## src/pkg/gsr_pkg.sv

```systemverilog
package gsr_pkg;

	localparam int          GSR_MODULES   = 2;
	localparam int          GSR_IDX_W     = 1;
	localparam logic [4:0]  GSR_PRI_ADDR  = 5'h01;
	localparam logic [4:0]  GSR_SEC_BASE  = 5'h00;

	localparam int          GSR_STB_RQS   = 6;
	localparam int          GSR_STB_ESB   = 5;
	localparam int          GSR_STB_MAV   = 4;
	localparam logic [7:0]  GSR_SUM_MASK  = 8'h30;

	localparam int          GSR_EV_CMD    = 5;
	localparam int          GSR_EV_EXE    = 4;
	localparam int          GSR_EV_DEV    = 3;
	localparam int          GSR_EV_QRY    = 2;
	localparam int          GSR_EV_OPC    = 0;
	localparam logic [7:0]  GSR_EV_UNUSED = 8'hC2;

	localparam logic [7:0]  GSR_ESR_RST   = 8'h00;
	localparam logic [7:0]  GSR_ESE_RST   = 8'h00;
	localparam logic [7:0]  GSR_SRE_RST   = 8'h00;

	typedef enum logic [3:0] {
		GSR_OP_NONE   = 4'h0,
		GSR_OP_CLS    = 4'h1,
		GSR_OP_ESE_WR = 4'h2,
		GSR_OP_ESE_RD = 4'h3,
		GSR_OP_ESR_RD = 4'h4,
		GSR_OP_SRE_WR = 4'h5,
		GSR_OP_SRE_RD = 4'h6,
		GSR_OP_STB_RD = 4'h7,
		GSR_OP_SPOLL  = 4'h8,
		GSR_OP_OPC    = 4'h9
	} gsr_op_t;

	typedef enum logic [0:0] {
		GSR_OPC_IDLE  = 1'b0,
		GSR_OPC_ARMED = 1'b1
	} gsr_opc_t;

	typedef struct packed {
		logic       valid;
		gsr_op_t    op;
		logic [4:0] pri_addr;
		logic [4:0] sec_addr;
		logic [7:0] data;
	} gsr_cmd_t;

	typedef struct packed {
		logic syntax_err;
		logic range_err;
		logic conflict_err;
		logic device_err;
		logic no_response;
		logic op_done;
		logic query_ready;
	} gsr_evt_t;

	typedef struct packed {
		logic       valid;
		logic [7:0] data;
	} gsr_ans_t;

endpackage : gsr_pkg

```

## src/logic/gsr_status.sv

```systemverilog
`timescale 1ns/1ps
module gsr_status (
	input  wire logic                                 core_clk,
	input  wire logic                                 reset,
	input  wire gsr_pkg::gsr_cmd_t                    cmd,
	input  wire gsr_pkg::gsr_evt_t [gsr_pkg::GSR_MODULES-1:0] evt,
	input  wire logic [gsr_pkg::GSR_MODULES-1:0]      mav_pending,
	output gsr_pkg::gsr_ans_t                         ans,
	output logic [gsr_pkg::GSR_MODULES-1:0][7:0]      status_byte,
	output logic                                      service_request
);
	import gsr_pkg::*;

	typedef struct packed {
		logic [GSR_MODULES-1:0][7:0] standard_event_flags;
		logic [GSR_MODULES-1:0][7:0] ese;
		logic [GSR_MODULES-1:0][7:0] sre;
		logic [GSR_MODULES-1:0]      rqs;
		logic [GSR_MODULES-1:0]      mss_q;
		gsr_opc_t [GSR_MODULES-1:0]  opc;
		gsr_ans_t                    ans;
	} gsr_state_t;

	gsr_state_t st;
	gsr_state_t next_st;

	function automatic logic gsr_hit(input gsr_cmd_t c, input int idx);
		gsr_hit = c.valid && (c.pri_addr == GSR_PRI_ADDR)
			&& (c.sec_addr == (GSR_SEC_BASE + 5'(idx)));
	endfunction : gsr_hit

	function automatic logic [7:0] gsr_sets(input gsr_evt_t e, input logic opc_fire);
		gsr_sets = 8'h00;
		gsr_sets[GSR_EV_CMD] = e.syntax_err;
		gsr_sets[GSR_EV_EXE] = e.range_err;
		gsr_sets[GSR_EV_DEV] = e.device_err | e.conflict_err;
		gsr_sets[GSR_EV_QRY] = e.no_response;
		gsr_sets[GSR_EV_OPC] = opc_fire | e.query_ready;
	endfunction : gsr_sets

	logic [GSR_MODULES-1:0] esb;
	logic [GSR_MODULES-1:0] mss;

	// status byte per module
	always_comb begin
		for (int i = 0; i < GSR_MODULES; i++) begin
			esb[i] = |(st.standard_event_flags[i] & st.ese[i]);
			status_byte[i] = 8'h00;
			status_byte[i][GSR_STB_ESB] = esb[i];
			status_byte[i][GSR_STB_MAV] = mav_pending[i];
			mss[i] = |(status_byte[i] & st.sre[i] & GSR_SUM_MASK);
			status_byte[i][GSR_STB_RQS] = mss[i];
		end
	end

	always_comb begin
		logic       cls;
		logic       opc_fire;
		logic [7:0] sets;
		cls      = 1'b0;
		opc_fire = 1'b0;
		sets     = 8'h00;
		next_st  = st;
		next_st.ans.valid = 1'b0;
		for (int i = 0; i < GSR_MODULES; i++) begin
			cls = gsr_hit(cmd, i) && (cmd.op == GSR_OP_CLS);
			opc_fire = (st.opc[i] == GSR_OPC_ARMED) && evt[i].op_done;
			sets = gsr_sets(evt[i], opc_fire) & ~GSR_EV_UNUSED;
			// completion tracking
			case (st.opc[i])
				GSR_OPC_IDLE: begin
					if (gsr_hit(cmd, i) && (cmd.op == GSR_OP_OPC)) begin
						next_st.opc[i] = GSR_OPC_ARMED;
					end
				end
				GSR_OPC_ARMED: begin
					if (evt[i].op_done) begin
						next_st.opc[i] = GSR_OPC_IDLE;
					end
				end
				default: begin
					next_st.opc[i] = GSR_OPC_IDLE;
				end
			endcase
			if (cls) begin
				next_st.opc[i] = GSR_OPC_IDLE;
			end
			// flags hold until read or cleared; a new event wins over the clear
			if (cls || (gsr_hit(cmd, i) && (cmd.op == GSR_OP_ESR_RD))) begin
				next_st.standard_event_flags[i] = sets;
			end else begin
				next_st.standard_event_flags[i] = st.standard_event_flags[i] | sets;
			end
			// pending service request latched on a rising summary
			next_st.mss_q[i] = mss[i];
			if (cls || (gsr_hit(cmd, i) && (cmd.op == GSR_OP_SPOLL))) begin
				next_st.rqs[i] = mss[i] & ~st.mss_q[i];
			end else begin
				next_st.rqs[i] = st.rqs[i] | (mss[i] & ~st.mss_q[i]);
			end
			if (gsr_hit(cmd, i)) begin
				case (cmd.op)
					GSR_OP_ESE_WR: next_st.ese[i] = cmd.data;
					GSR_OP_SRE_WR: begin
						next_st.sre[i] = cmd.data;
						next_st.sre[i][GSR_STB_RQS] = 1'b0;
					end
					GSR_OP_ESE_RD: begin
						next_st.ans.valid = 1'b1;
						next_st.ans.data  = st.ese[i];
					end
					GSR_OP_SRE_RD: begin
						next_st.ans.valid = 1'b1;
						next_st.ans.data  = st.sre[i];
					end
					GSR_OP_ESR_RD: begin
						next_st.ans.valid = 1'b1;
						next_st.ans.data  = st.standard_event_flags[i];
					end
					GSR_OP_STB_RD: begin
						next_st.ans.valid = 1'b1;
						next_st.ans.data  = status_byte[i];
					end
					GSR_OP_SPOLL: begin
						next_st.ans.valid = 1'b1;
						next_st.ans.data  = status_byte[i];
						next_st.ans.data[GSR_STB_RQS] = st.rqs[i];
					end
					default: begin
					end
				endcase
			end
		end
	end

	always_ff @(posedge core_clk or posedge reset) begin
		if (reset) begin
			st <= '0;
			for (int i = 0; i < GSR_MODULES; i++) begin
				st.standard_event_flags[i] <= GSR_ESR_RST;
				st.ese[i] <= GSR_ESE_RST;
				st.sre[i] <= GSR_SRE_RST;
				st.opc[i] <= GSR_OPC_IDLE;
			end
		end else begin
			st <= next_st;
		end
	end

	assign ans             = st.ans;
	assign service_request = |st.rqs;

	logic hit0;
	assign hit0 = gsr_hit(cmd, 0);
endmodule : gsr_status

```

## config.mk

```make
export PLATFORM = sky130hd
export DESIGN_NAME = gsr_status
export DESIGN_NICKNAME = d
export VERILOG_FILES = /design/src/pkg/gsr_pkg.sv /design/src/logic/gsr_status.sv
export SDC_FILE = /design/constraint.sdc
export NUM_CORES = 1
export LEC_CHECK = 0
export BUFFER_PORTS_ARGS = -buffer_cell sky130_fd_sc_hd__buf_4
export CAP_MARGIN = 20
export CORE_UTILIZATION = 29
export CTS_BUF_LIST = sky130_fd_sc_hd__clkbuf_4
export DETAILED_ROUTE_END_ITERATION = 8
export PLACE_DENSITY = 0.57
export SLEW_MARGIN = 10
export SYNTH_ARGS = -nofsm -noshare
export SYNTH_HDL_FRONTEND = slang
export SYNTH_SLANG_ARGS = --single-unit
```

## constraint.sdc

```tcl
create_clock -name core_clk -period 1.5 [get_ports core_clk]
set_clock_uncertainty 0.15 [all_clocks]
set_input_delay 0.075 -clock core_clk [delete_from_list [all_inputs] [get_ports core_clk]]
set_output_delay 0.075 -clock core_clk [all_outputs]
set_load 0.1 [all_outputs]
```

### Yosys cells after proc, flatten, opt, wreduce, memory -nomap -nowiden

Index checks and enable logic that the tools add are counted.
W data, S select, Z words.

| word-level totals | value |
|---|---|
| register bits after elaboration | 61 |
| bits of input ports | 41 |
| output and inout bits | 26 |
| logic and storage cells | 84 |

| operators by class | value |
|---|---|
| eq/ne operators | 11 |
| mux-type cells | 16 |
| bitwise logic cells | 18 |
| reduce and logical (&&, ||, !) cells | 27 |

Operator list:

| cell | count |
|---|---|
| $pmux W9 S5 | 2 |
| $mux W9 | 2 |
| $and A8 B8 Y8 | 2 |
| $eq A4 B3 Y1 const B | 4 |
| $mux W8 | 2 |
| $or A8 B6 Y8 | 2 |
| $reduce_or A8 Y1 | 2 |
| $logic_and A1 B1 Y1 | 13 |
| $and A6 B6 Y6 | 2 |
| $eq A5 B1 Y1 const B | 2 |
| $eq A4 B2 Y1 const B | 2 |
| $eq A4 B4 Y1 const B | 2 |
| $mux W1 | 8 |
| $reduce_and A2 Y1 | 4 |
| $or A1 B1 Y1 | 6 |
| $reduce_or A2 Y1 | 3 |
| $logic_not A5 Y1 | 1 |
| $eq A4 B1 Y1 const B | 1 |
| $logic_or A1 B1 Y1 | 4 |
| $not A1 Y1 | 4 |
| $pmux W1 S2 | 2 |
| $and A1 B1 Y1 | 2 |

### Logic depth before layout (Yosys ltp)

Gate-level depths: netlist of the first run.

| depth | value |
|---|---|
| depth in word-level cells | 8 |
| depth in mapped cells | 7 |
| gate-level depth less buffers | 5 |

### Worst setup path after synthesis of the first run

OpenSTA, ideal clock, no wires.

| path | value |
|---|---|
| kind | flip-flop to flip-flop |
| from | register st[39] (netlist name) |
| to | register st, in the netlist ans[6] |
| setup time | 0.119 ns |
| arrival | 2.059 ns |
| data required time | 1.231 ns |
| path slack | -0.828 ns |
| cell stages (with the launch flop) | 6 |
| buffers on the path | 0 |
| clock period less this slack | 2.328 ns |
| cell sequence | dfrtp_1 a222oi_1 nand2_1 a22oi_1 a31oi_1 o21a_1 |

RTL lines:

| element | RTL line | RTL |
|---|---|---|
| from (decl) | gsr_status.sv:24 | `gsr_state_t st;` |
| from (signal assigned) | gsr_status.sv:146 | `st <= next_st;` |

==> results of run 1 <==
==> where the power goes <==
| part | switching, mW | internal, mW |
|---|---|---|
| Sequential | 0.00445 | 1.49 |
| Clock | 0.483 | 0.173 |
| Combinational | 0.333 | 0.226 |
==> synthesized netlist by cell type, types with 2 or more instances <==
library cell / count / share of area (%)
a22o_1: 2 / 0.62
o21ai_0: 4 / 0.71
a222oi_1: 9 / 3.2
a221oi_1: 5 / 1.5
a211oi_1: 2 / 0.53
nand2_1: 6 / 0.79
nand4_1: 2 / 0.44
mux2i_1: 4 / 1.4
a211o_1: 2 / 0.62
nand4b_1: 2 / 0.62
o21a_1: 4 / 1.1
nor3_2: 2 / 0.71
mux2_2: 30 / 12
nor2b_1: 4 / 0.88
clkbuf_1: 4 / 0.53
nor4bb_1: 2 / 0.71
dfrtp_1: 55 / 49
nor4b_1: 3 / 0.93
buf_2: 2 / 0.35
buf_4: 23 / 6.1
a221o_1: 2 / 0.71
nor3b_1: 3 / 0.79
a22oi_1: 8 / 2.1
a21o_1: 6 / 1.6
nor2_1: 12 / 1.6
inv_1: 4 / 0.53
a21oi_1: 5 / 0.88
nand2b_1: 4 / 0.88
a32oi_1: 3 / 0.93
or2_2: 2 / 0.44
o2bb2ai_1: 2 / 0.62
==> per-layer routing <==
layer / vias to the layer above / GRT usage (%) / share of wire [%]
li1: 1184 / - / -
met1: 1234 / 23.2 / 45
met2: 85 / 28.3 / 48
met3: 10 / 2.77 / 5.3
met4: 0 / 5.35 / 1.3
met5: - / 0 / 0
==> metrics by stage <==
step	worst slack (ps)	hold WS, ps	setup TNS [ps]	instances
after detailed placement	-626	30.5	-23660	475
after global routing	-770	54.1	-7430	518
after floorplan	-457	-0.864	-10620	249
after global placement	-587	27.4	-24100	475
after CTS	-677	25.7	-4020	512
final	-673	50.9	-5410	518
==> cell families after synthesis <==
family	after synthesis	synth area share [%]
other	1	0.132
xor gates and xnor gates	1	0.309
DFF	55	48.5
muxes	34	13.3
and+or+nand+nor	56	13.4
buffers and inverters	35	7.81
AOI/OAI and AO/OA	58	16.5
==> state kept, by name, summed over array words and instances (netlist names) <==
register,count
st,46
ans,9
==> placed cells by master, fill, tap and decap left out, types with 3 or more instances in the layout <==
cell,count
clkbuf_4,5
a222oi_1,9
a21o_1,6
buf_12,6
a221oi_1,3
o21a_1,4
nand2_8,3
nor2_1,10
a32oi_1,3
mux2_2,15
buf_4,111
dlygate4sd3_1,26
mux2i_1,4
nor2b_1,3
buf_6,20
mux2_4,15
conb_1,10
a21oi_1,4
a22oi_1,6
dfrtp_1,55
==> final cells by class <==
cell class                      count  area share [%]
Clock buffer                        5           0.820
Multi-Input combinational cell    159            33.4
Sequential cell                    55            30.1
Clock inverter                      3           0.328
Timing Repair Buffer              163            31.4
Tap cell                          129            3.52
Inverter                            4           0.410
==> critical path, cell delays in order, from the launching register on <==
cell and delay [ps]:
dfrtp_1 440, a222oi_1 340, buf_4 180, nand2_4 50, a22oi_2 270, inv_2 100
buf_12 180
==> worst max-delay path by stage <==
| stage | slack, ps | startpoint | to |
|---|---|---|---|
| 4_1_cts | -680 | st[55] | status_byte[14] |
| 3_3_place_gp | -590 | cmd[17] | ans[0] |
| 2_1_floorplan | -460 | st[52] | ans[5] |
| 6_report | -670 | st[55] | status_byte[14] |
| 3_5_place_dp | -630 | cmd[17] | ans[0] |
| 5_1_grt | -770 | st[55] | status_byte[14] |
==> repair_timing <==
item	CTS	global route
endpoints found under the setup margin	39	36
gates resized for setup	33	23
hold endpoints to repair	103	0
pin swaps	12	16
hold buffers	26	0
buffers inserted	3	7
gates cloned	0	0
==> out/qor.csv, run 1 <==
stage,metric,value,unit
drt,drt_iter0_drc,100,
placement,gp_congestion,0.873,
sta,final_max_slew_viol_count,0,
pwr,p_leak,2.08,nW
die,dieArea,10200,um2
sta,setup_viol,34,
final_layout,nets,429,
placement,place_area,3940,um2
run_status,status,finished with violations,
cts,insertion_delay,390,ps
placement,io_buffers,56,
critical_path,r2r-end,ans[5],
sta,maxSlewHeadroom,61.9,%
sta,fmax,0.460,GHz
die,fp.dieW,101,um
cts,root_buffer,clkbuf_4,
drt,drt-total-wl,8250,um
drt,viasPerCell,4.85,
drt,drtAntennaViolNets,0,
critical_path,critPathLaunchType,register,
global_routing,grt_pass1_wl,13300,um
hold_path,whs_path_depth,4,
hold_path,min_to,st[13],
sta,rsz0062_at_grt,yes,
sta,post-route-period-util,145,%
pwr,power.density,592,nW/um2
critical_path,endpoint_kind,output pin,
die,core_area,9370,um2
synthesis,ys_ff_latch,55,
synthesis,syn_inst,240,
final_layout,multi_input_area,1530,um2
synthesis,synth_warnings,0,
final_layout,syn2layout_area_growth,61.4,%
critical_path,arrival,1950,ps
synthesis,synth_cell_types,53,
critical_path,path_class,reg -> out,
final_layout,antenna_cells,0,
cts,tritoncts,done,
sta,hold_viol,0,
sta,max_slew.worst_pin.slew,568,ps
sta,final.setup.worst_slack,-673,ps
synthesis,syn_area_per_cell,11.8,um2
global_routing,antenna_found_initial,0,
global_routing,grt_usage,17.2,%
die,start_util,30.3,%
drt,dr.pass1.iters,5,
placement,dp_hpwl,6000,um
global_routing,grt_max_degree,56,
cts,cts_sinks,55,
sta,post-route-min-period,2170,ps
synthesis,synthFlopType,dfrtp_1,
synthesis,synth_edf_count,0,
cts,htree_levels,2,
cts,clockBufferDepth,2,
critical_path,critical_path.max_fanout,3,
drt,drcViolationCount,0,
hold_path,hold_path_class,in -> reg,
synthesis,syn_area,2840,um2
final_layout,fin_util,48.9,%
die,io_pins,67,
critical_path,rr_worst_depth,7,
final_layout,drive_gt1_share,54.0,%
run_status,violations,negative setup slack,
global_routing,grt.overflow.total,0,
hold_path,min_from,cmd[8],
cts,cts_made_buffers,5,
drt,num_vias,2513,
cts,path_clk_slew,160,ps
die,rows,35,
critical_path,rrSetupSlack,-430,ps
pwr,finalPower,2.71,mW
final_layout,fin_area,4580,um2
pwr,irDropWorstVdd,0.290,mV
global_routing,grt_pass1_vias,2519,
synthesis,ys_seq_area_share,48.5,%
synthesis,async_reset_ff_share,100,%
critical_path,r2r-start,st[52],
final_layout,seq_area,1380,um2
drt,wl_per_cell,15.9,um
final_layout,fill_cells,877,
die,die_h,101,um
critical_path,crit_required,1270,ps
run,max_cap_violations,0,
Power figures use the tool's default switching activity.
==> inputs of run 2 (changes only) <==
--- a/config.mk
+++ b/config.mk
@@ -10,7 +10,6 @@
 export CORE_UTILIZATION = 29
 export CTS_BUF_LIST = sky130_fd_sc_hd__clkbuf_4
 export DETAILED_ROUTE_END_ITERATION = 8
-export PLACE_DENSITY = 0.57
 export SLEW_MARGIN = 10
 export SYNTH_ARGS = -nofsm -noshare
 export SYNTH_HDL_FRONTEND = slang
==> run 2 against run 1 <==
  * The run still ends with negative setup slack left
  * Clock-buffer cell count did not move
  * Die area stayed put
  * Sequential power about the same
  * Critical path type unchanged
  * Worst hold slack lost 7.6 ps
  * First-iteration DRC count unchanged
  * Critical endpoint unchanged
==> out/qor.csv, run 2 (synthesis gave the netlist of run 1 again) <==
stage,metric,value,unit,change
die,rows,35,,unchanged
drt,drtAntennaViolNets,0,,unchanged
final_layout,fin_area,4570,um2,-0.22%
global_routing,grt.overflow.total,0,,unchanged
die,die_h,101,um,unchanged
global_routing,grt_pass1_wl,13200,um,-0.26%
critical_path,path_cells,a222oi_1 -> buf_4 -> nand2_4 -> a22oi_2 -> inv_2 -> buf_12,,
sta,post-route-min-period,2120,ps,-57.3 ps
sta,final_max_slew_viol_count,0,,unchanged
die,start_util,30.3,%,unchanged
final_layout,largest_reg_flops,46,,unchanged
run,max_cap_violations,0,,unchanged
final_layout,multi_input_area,1510,um2,-1.6%
critical_path,cp_num_buf_inv,3,,unchanged
sta,setup_viol,37,,+8.8%
cts,clockBufferDepth,2,,unchanged
critical_path,critical_path.max_fanout,2,,-1
critical_path,rr_worst_depth,7,,unchanged
global_routing,antenna_found_initial,0,,unchanged
final_layout,nets,429,,unchanged
global_routing,grt_pass1_vias,2605,,+3.4%
cts,root_buffer,clkbuf_4,,
placement,io_buffers,56,,unchanged
final_layout,final_cell_mix,"buf_4 (114), dfrtp_1 (55), dlygate4sd3_1 (26)",,
pwr,p_leak,2.08,nW,-0.21%
critical_path,rrSetupSlack,-370,ps,+60 ps
critical_path,r2r-start,st[52],,
die,dieArea,10200,um2,unchanged
pwr,irDropWorstVdd,0.505,mV,+74%
cts,insertion_delay,390,ps,about the same
drt,dr.pass1.iters,4,,-1
placement,dp_hpwl,5870,um,-2.2%
drt,num_vias,2525,,+0.48%
drt,wl_per_cell,15.7,um,-1.6%
hold_path,min_from,cmd[8],,
drt,viasPerCell,4.87,,+0.48%
die,fp.dieW,101,um,unchanged
sta,maxSlewHeadroom,54.0,%,-7.9 points
critical_path,arrival,1890,ps,-60 ps
final_layout,top_register,st,,
cts,cts_made_buffers,5,,unchanged
sta,max_slew.worst_pin.slew,687,ps,+118 ps
drt,drcViolationCount,0,,unchanged
cts,cts_sinks,55,,unchanged
sta,fmax,0.473,GHz,+2.7%
global_routing,grt_usage,17.1,%,-0.15 points
drt,drt_iter0_drc,100,,unchanged
sta,hold_viol,0,,unchanged
run_status,status,finished with violations,,
cts,htree_levels,2,,unchanged
sta,final.setup.worst_slack,-616,ps,+57.3 ps
critical_path,path_class,reg -> out,,
critical_path,crit_required,1270,ps,about the same
critical_path,endpoint_kind,output pin,,
sta,tns,-5840,ps,-427 ps
pwr,power.density,598,nW/um2,+1.1%
critical_path,critical_path.top_delay_family,compound AO/OA/AOI/OAI gates,,
final_layout,layout_commonest_cell,buf_4,,
critical_path,critPathCapture,status_byte[14],,
hold_path,hold_path_class,in -> reg,,
sta,fin_hold_ws,43.3,ps,-7.64 ps
placement,place_area,3950,um2,+0.25%
sta,post-route-period-util,141,%,-3.8 points
cts,tritoncts,done,,
final_layout,fill_cells,877,,unchanged
critical_path,crit_start,st[55],,
run_status,violations,negative setup slack,,
critical_path,r2r-end,ans[5],,
critical_path,cp.depth,6,,unchanged
final_layout,seq_area,1380,um2,unchanged
final_layout,drive_gt1_share,53.7,%,-0.26 points
sta,rsz0062_at_grt,yes,,
die,io_pins,67,,unchanged
cts,path_clk_slew,180,ps,+20 ps
critical_path,worst_path_largest_cell_delay,440,ps,about the same
global_routing,grt_max_degree,56,,unchanged
final_layout,syn2layout_area_growth,61.1,%,
placement,gp_congestion,0.863,,-1.2%
die,core_area,9370,um2,unchanged
drt,drt-total-wl,8120,um,-1.6%
critical_path,critPathLaunchType,register,,
final_layout,antenna_cells,0,,unchanged
critical_path,cp_slowest_cell,dfrtp_1,,
[run 2: how the worst min path moves through the flow]
stage / cells after the start / slack, ps / end
finish: 4 / 40 / ans[8]
global route: 4 / 40 / ans[8]
CTS: 4 / 40 / ans[4]
detailed placement: 3 / 30 / st[58]
global placement: 3 / 20 / st[57]
floorplan: 1 / -0.9 / ans[0]
[run 2: cell type report]
type	count	area share, %
Clock buffer	5	0.821
Multi-Input combinational cell	159	33.0
Tap cell	129	3.53
Sequential cell	55	30.1
Clock inverter	3	0.520
Inverter	4	0.411
Timing Repair Buffer	163	31.6
[run 2: stage by stage]
step | total power, mW | setup slack, ps | util [%] | std cells
after CTS | 2.76 | -651 | 47.7 | 515
after global placement | 2.00 | -587 | 42.1 | 473
after global routing | 2.85 | -725 | 48.8 | 518
final | 2.73 | -616 | 48.8 | 518
after floorplan | 1.83 | -457 | - | 249
after detailed placement | 2.00 | -616 | 42.1 | 473
[run 2: what timing repair did]
item                                   CTS  global route
setup endpoints to repair               32            52
endpoints found under the hold margin  101             0
hold buffers                            26             0
pin swaps                               13             9
buffers inserted                         8             6
resized for setup                       34            14
gates cloned                             0             0
[run 2: where the power goes]
group | total (mW) | leakage, nW | switching [mW] | internal [mW]
Combinational | 0.557 | 1.33 | 0.331 | 0.225
Sequential | 1.49 | 0.716 | 0.00430 | 1.49
Clock | 0.683 | 0.0278 | 0.494 | 0.189
Total | 2.73 | 2.08 | 0.830 | 1.90
[run 2: layer usage]
metal / GRT usage (%) / wire length [um]
met5: 0 / 0
met2: 29.1 / 3910
met4: 4.46 / 96
met3: 3.19 / 428
met1: 22.2 / 3690
[run 2: worst reg2reg max path: stages (launching register included)]
cell	delay, ps
dfrtp_1	430
a222oi_1	320
buf_4	180
nand2_4	60
buf_6	120
a222oi_1	340
o2bb2ai_1	150
a21oi_1	50
==> inputs of run 3 (changes only) <==
--- a/config.mk
+++ b/config.mk
@@ -7,9 +7,10 @@
 export LEC_CHECK = 0
 export BUFFER_PORTS_ARGS = -buffer_cell sky130_fd_sc_hd__buf_4
 export CAP_MARGIN = 20
-export CORE_UTILIZATION = 29
+export CORE_UTILIZATION = 50
 export CTS_BUF_LIST = sky130_fd_sc_hd__clkbuf_4
 export DETAILED_ROUTE_END_ITERATION = 8
+export PLACE_DENSITY = 0.78
 export SLEW_MARGIN = 10
 export SYNTH_ARGS = -nofsm -noshare
 export SYNTH_HDL_FRONTEND = slang
==> run 3 against run 2 <==
  * Combinational power hardly changed
  * Power down 0.97%
  * Wire length is 2.9% higher
  * Register-to-register slack worse by 270 ps
  * The flow still finishes with violations (negative setup slack)
  * Flip-flop and latch count unchanged
  * Die area is 41% lower
  * Clock power shrank 4.1%
  * Worst setup slack got worse by 44 ps
  * Largest power group unchanged
  * Critical path depth grew 1
==> out/qor.csv, run 3 (synthesis gave the netlist of run 1 again) <==
stage,metric,value,unit,change
die,start_util,51.8,%,+22 points
sta,post-route-period-util,144,%,+2.9 points
critical_path,critPathLaunchType,register,,
pwr,power.density,606,nW/um2,+1.4%
run,max_cap_violations,0,,unchanged
global_routing,grt_max_degree,39,,-30%
pwr,power.internal,1.89,mW,-0.61%
hold_path,hold_path_class,in -> reg,,
final_layout,largest_reg_flops,46,,unchanged
global_routing,antenna_found_initial,0,,unchanged
final_layout,antenna_cells,0,,unchanged
final_layout,fill_cells,327,,-63%
sta,final_max_slew_viol_count,0,,unchanged
critical_path,endpoint_kind,output pin,,
cts,htree_levels,2,,unchanged
critical_path,worst_path_largest_cell_delay,410,ps,-30 ps
hold_path,min_from,cmd[8],,
final_layout,layout_commonest_cell,buf_4,,
drt,dr.pass1.iters,5,,+1
sta,final.setup.worst_slack,-660,ps,-43.7 ps
critical_path,crit_path_frequent_cell,buf_4,,
global_routing,grt_pass1_vias,2622,,+0.65%
critical_path,crit_start,st[52],,
final_layout,nets,431,,+0.47%
drt,drt-total-wl,8350,um,+2.9%
cts,clockBufferDepth,2,,unchanged
final_layout,drive_gt1_share,54.4,%,+0.63 points
die,die_h,77.3,um,-23%
cts,root_buffer,clkbuf_4,,
critical_path,r2r-start,st[52],,
placement,io_buffers,56,,unchanged
drt,num_vias,2591,,+2.6%
pwr,finalPower,2.71,mW,-0.97%
die,io_pins,67,,unchanged
placement,dp_hpwl,5600,um,-4.4%
pwr,p_leak,2.12,nW,+2.0%
placement,gp_congestion,0.887,,+2.8%
die,dieArea,5980,um2,-41%
pwr,irDropWorstVdd,0.505,mV,-0.11%
cts,insertion_delay,380,ps,about the same
critical_path,path_class,reg -> out,,
run_status,status,finished with violations,,
final_layout,syn2layout_area_growth,57.3,%,
final_layout,fin_util,81.6,%,+33 points
final_layout,top_register,st,,
sta,fin_hold_ws,66.4,ps,+23.2 ps
drt,wl_per_cell,18.1,um,+15%
critical_path,crit_required,1270,ps,about the same
die,core_area,5470,um2,-42%
critical_path,arrival,1930,ps,+40 ps
critical_path,cp_num_buf_inv,4,,+1
run_status,violations,negative setup slack,,
pwr,p_switching,0.815,mW,-1.8%
global_routing,grt_usage,29.0,%,+12 points
final_layout,fin_area,4460,um2,-2.3%
drt,drtAntennaViolNets,0,,unchanged
sta,tns,-5020,ps,+818 ps
sta,fmax,0.463,GHz,-2.0%
sta,rsz0062_at_grt,yes,,
die,fp.dieW,77.3,um,-23%
drt,viasPerCell,5.61,,+15%
die,rows,27,,-23%
pwr,p_clk_share,24.2,%,-0.8 points
final_layout,final_cell_mix,"buf_4 (120), dfrtp_1 (55), dlygate4sd3_1 (26)",,
global_routing,grt_pass1_wl,13100,um,-0.73%
cts,path_clk_slew,160,ps,-20 ps
sta,setup_viol,18,,-51%
global_routing,grt.overflow.total,0,,unchanged
drt,drt_iter0_drc,240,,+140%
pwr,switching_share,30.1,%,-0.26 points
critical_path,critical_path.max_fanout,2,,unchanged
cts,cts_sinks,55,,unchanged
sta,post-route-min-period,2160,ps,+43.7 ps
critical_path,path_cells,a222oi_1 -> buf_4 -> nand2_4 -> a22oi_2 -> buf_4 -> inv_4 -> buf_12,,
cts,tritoncts,done,,
cts,cts_made_buffers,5,,unchanged
pwr,combPwrFrac,20.6,%,+0.2 points
critical_path,critical_path.top_delay_family,compound AO/OA/AOI/OAI gates,,
drt,drcViolationCount,0,,unchanged
sta,hold_viol,0,,unchanged
critical_path,cp_slowest_cell,dfrtp_1,,
pwr,power.share.sequential,55.2,%,+0.6 points
placement,place_area,3860,um2,-2.3%
## run 3: cell count changes in the layout (fill, tap and decap cells not counted), sizes merged
cell | previous run | this run
buf | 137 | 139
clkinvlp | 3 | 2
## run 3: cell type report
cell class | count | area [um2] | share of cell area (%)
timing repair buffer | 165 | 1430 | 32.0
tap | 72 | 90.1 | 2.02
multi-input combinational | 159 | 1490 | 33.5
clock buffer | 5 | 37.5 | 0.841
clock inverter | 2 | 16.3 | 0.364
inverter | 4 | 21.3 | 0.477
sequential | 55 | 1380 | 30.8
## run 3: timing repair
item                                    4_1_cts  5_1_grt
buffers inserted                             11        4
gates resized for setup                      36        9
hold buffers                                 26        0
endpoints found under the setup margin       49       36
endpoints found under the hold margin       100        0
pin swaps                                    11        8
## run 3: worst paths after layout
check / to / slack, ps / cells after the start
max: status_byte[6] / -660 / 7
min: ans[6] / 70 / 4
max reg2reg: ans[5] / -640 / 8
min reg2reg: st[14] / 290 / 1
max in group asynchronous: st[9] / 570 / 4
min in group asynchronous: st[58] / 100 / 3
## run 3: power groups by stage
stage | registers, mW | clock network (mW) | logic, mW
final | 1.49 | 0.655 | 0.558
after global routing | 1.49 | 0.732 | 0.586
after CTS | 1.49 | 0.668 | 0.547
after detailed placement | 1.52 | 0 | 0.477
after global placement | 1.52 | 0 | 0.471
after floorplan | 1.52 | 0 | 0.307
## run 3: worst reg2reg max path, stage by stage, from the launching register on
cell and delay [ps]:
dfrtp_1 410, a222oi_1 370, buf_4 190, nand2_4 50
buf_4 160, buf_4 130, a222oi_1 370, o2bb2ai_1 160
a21oi_1 50
## run 3: metal layers
metal	global-route usage, %	part of all wire [%]
met1	36.4	42
met2	50.3	51
met3	4.52	4.8
met4	10.4	2.3
met5	0	0
## run 3: through the flow
stage,setup WS (ps),instances
after floorplan,-457,249
after global placement,-561,415
after detailed placement,-638,415
after CTS,-635,458
after global routing,-731,462
final,-660,462
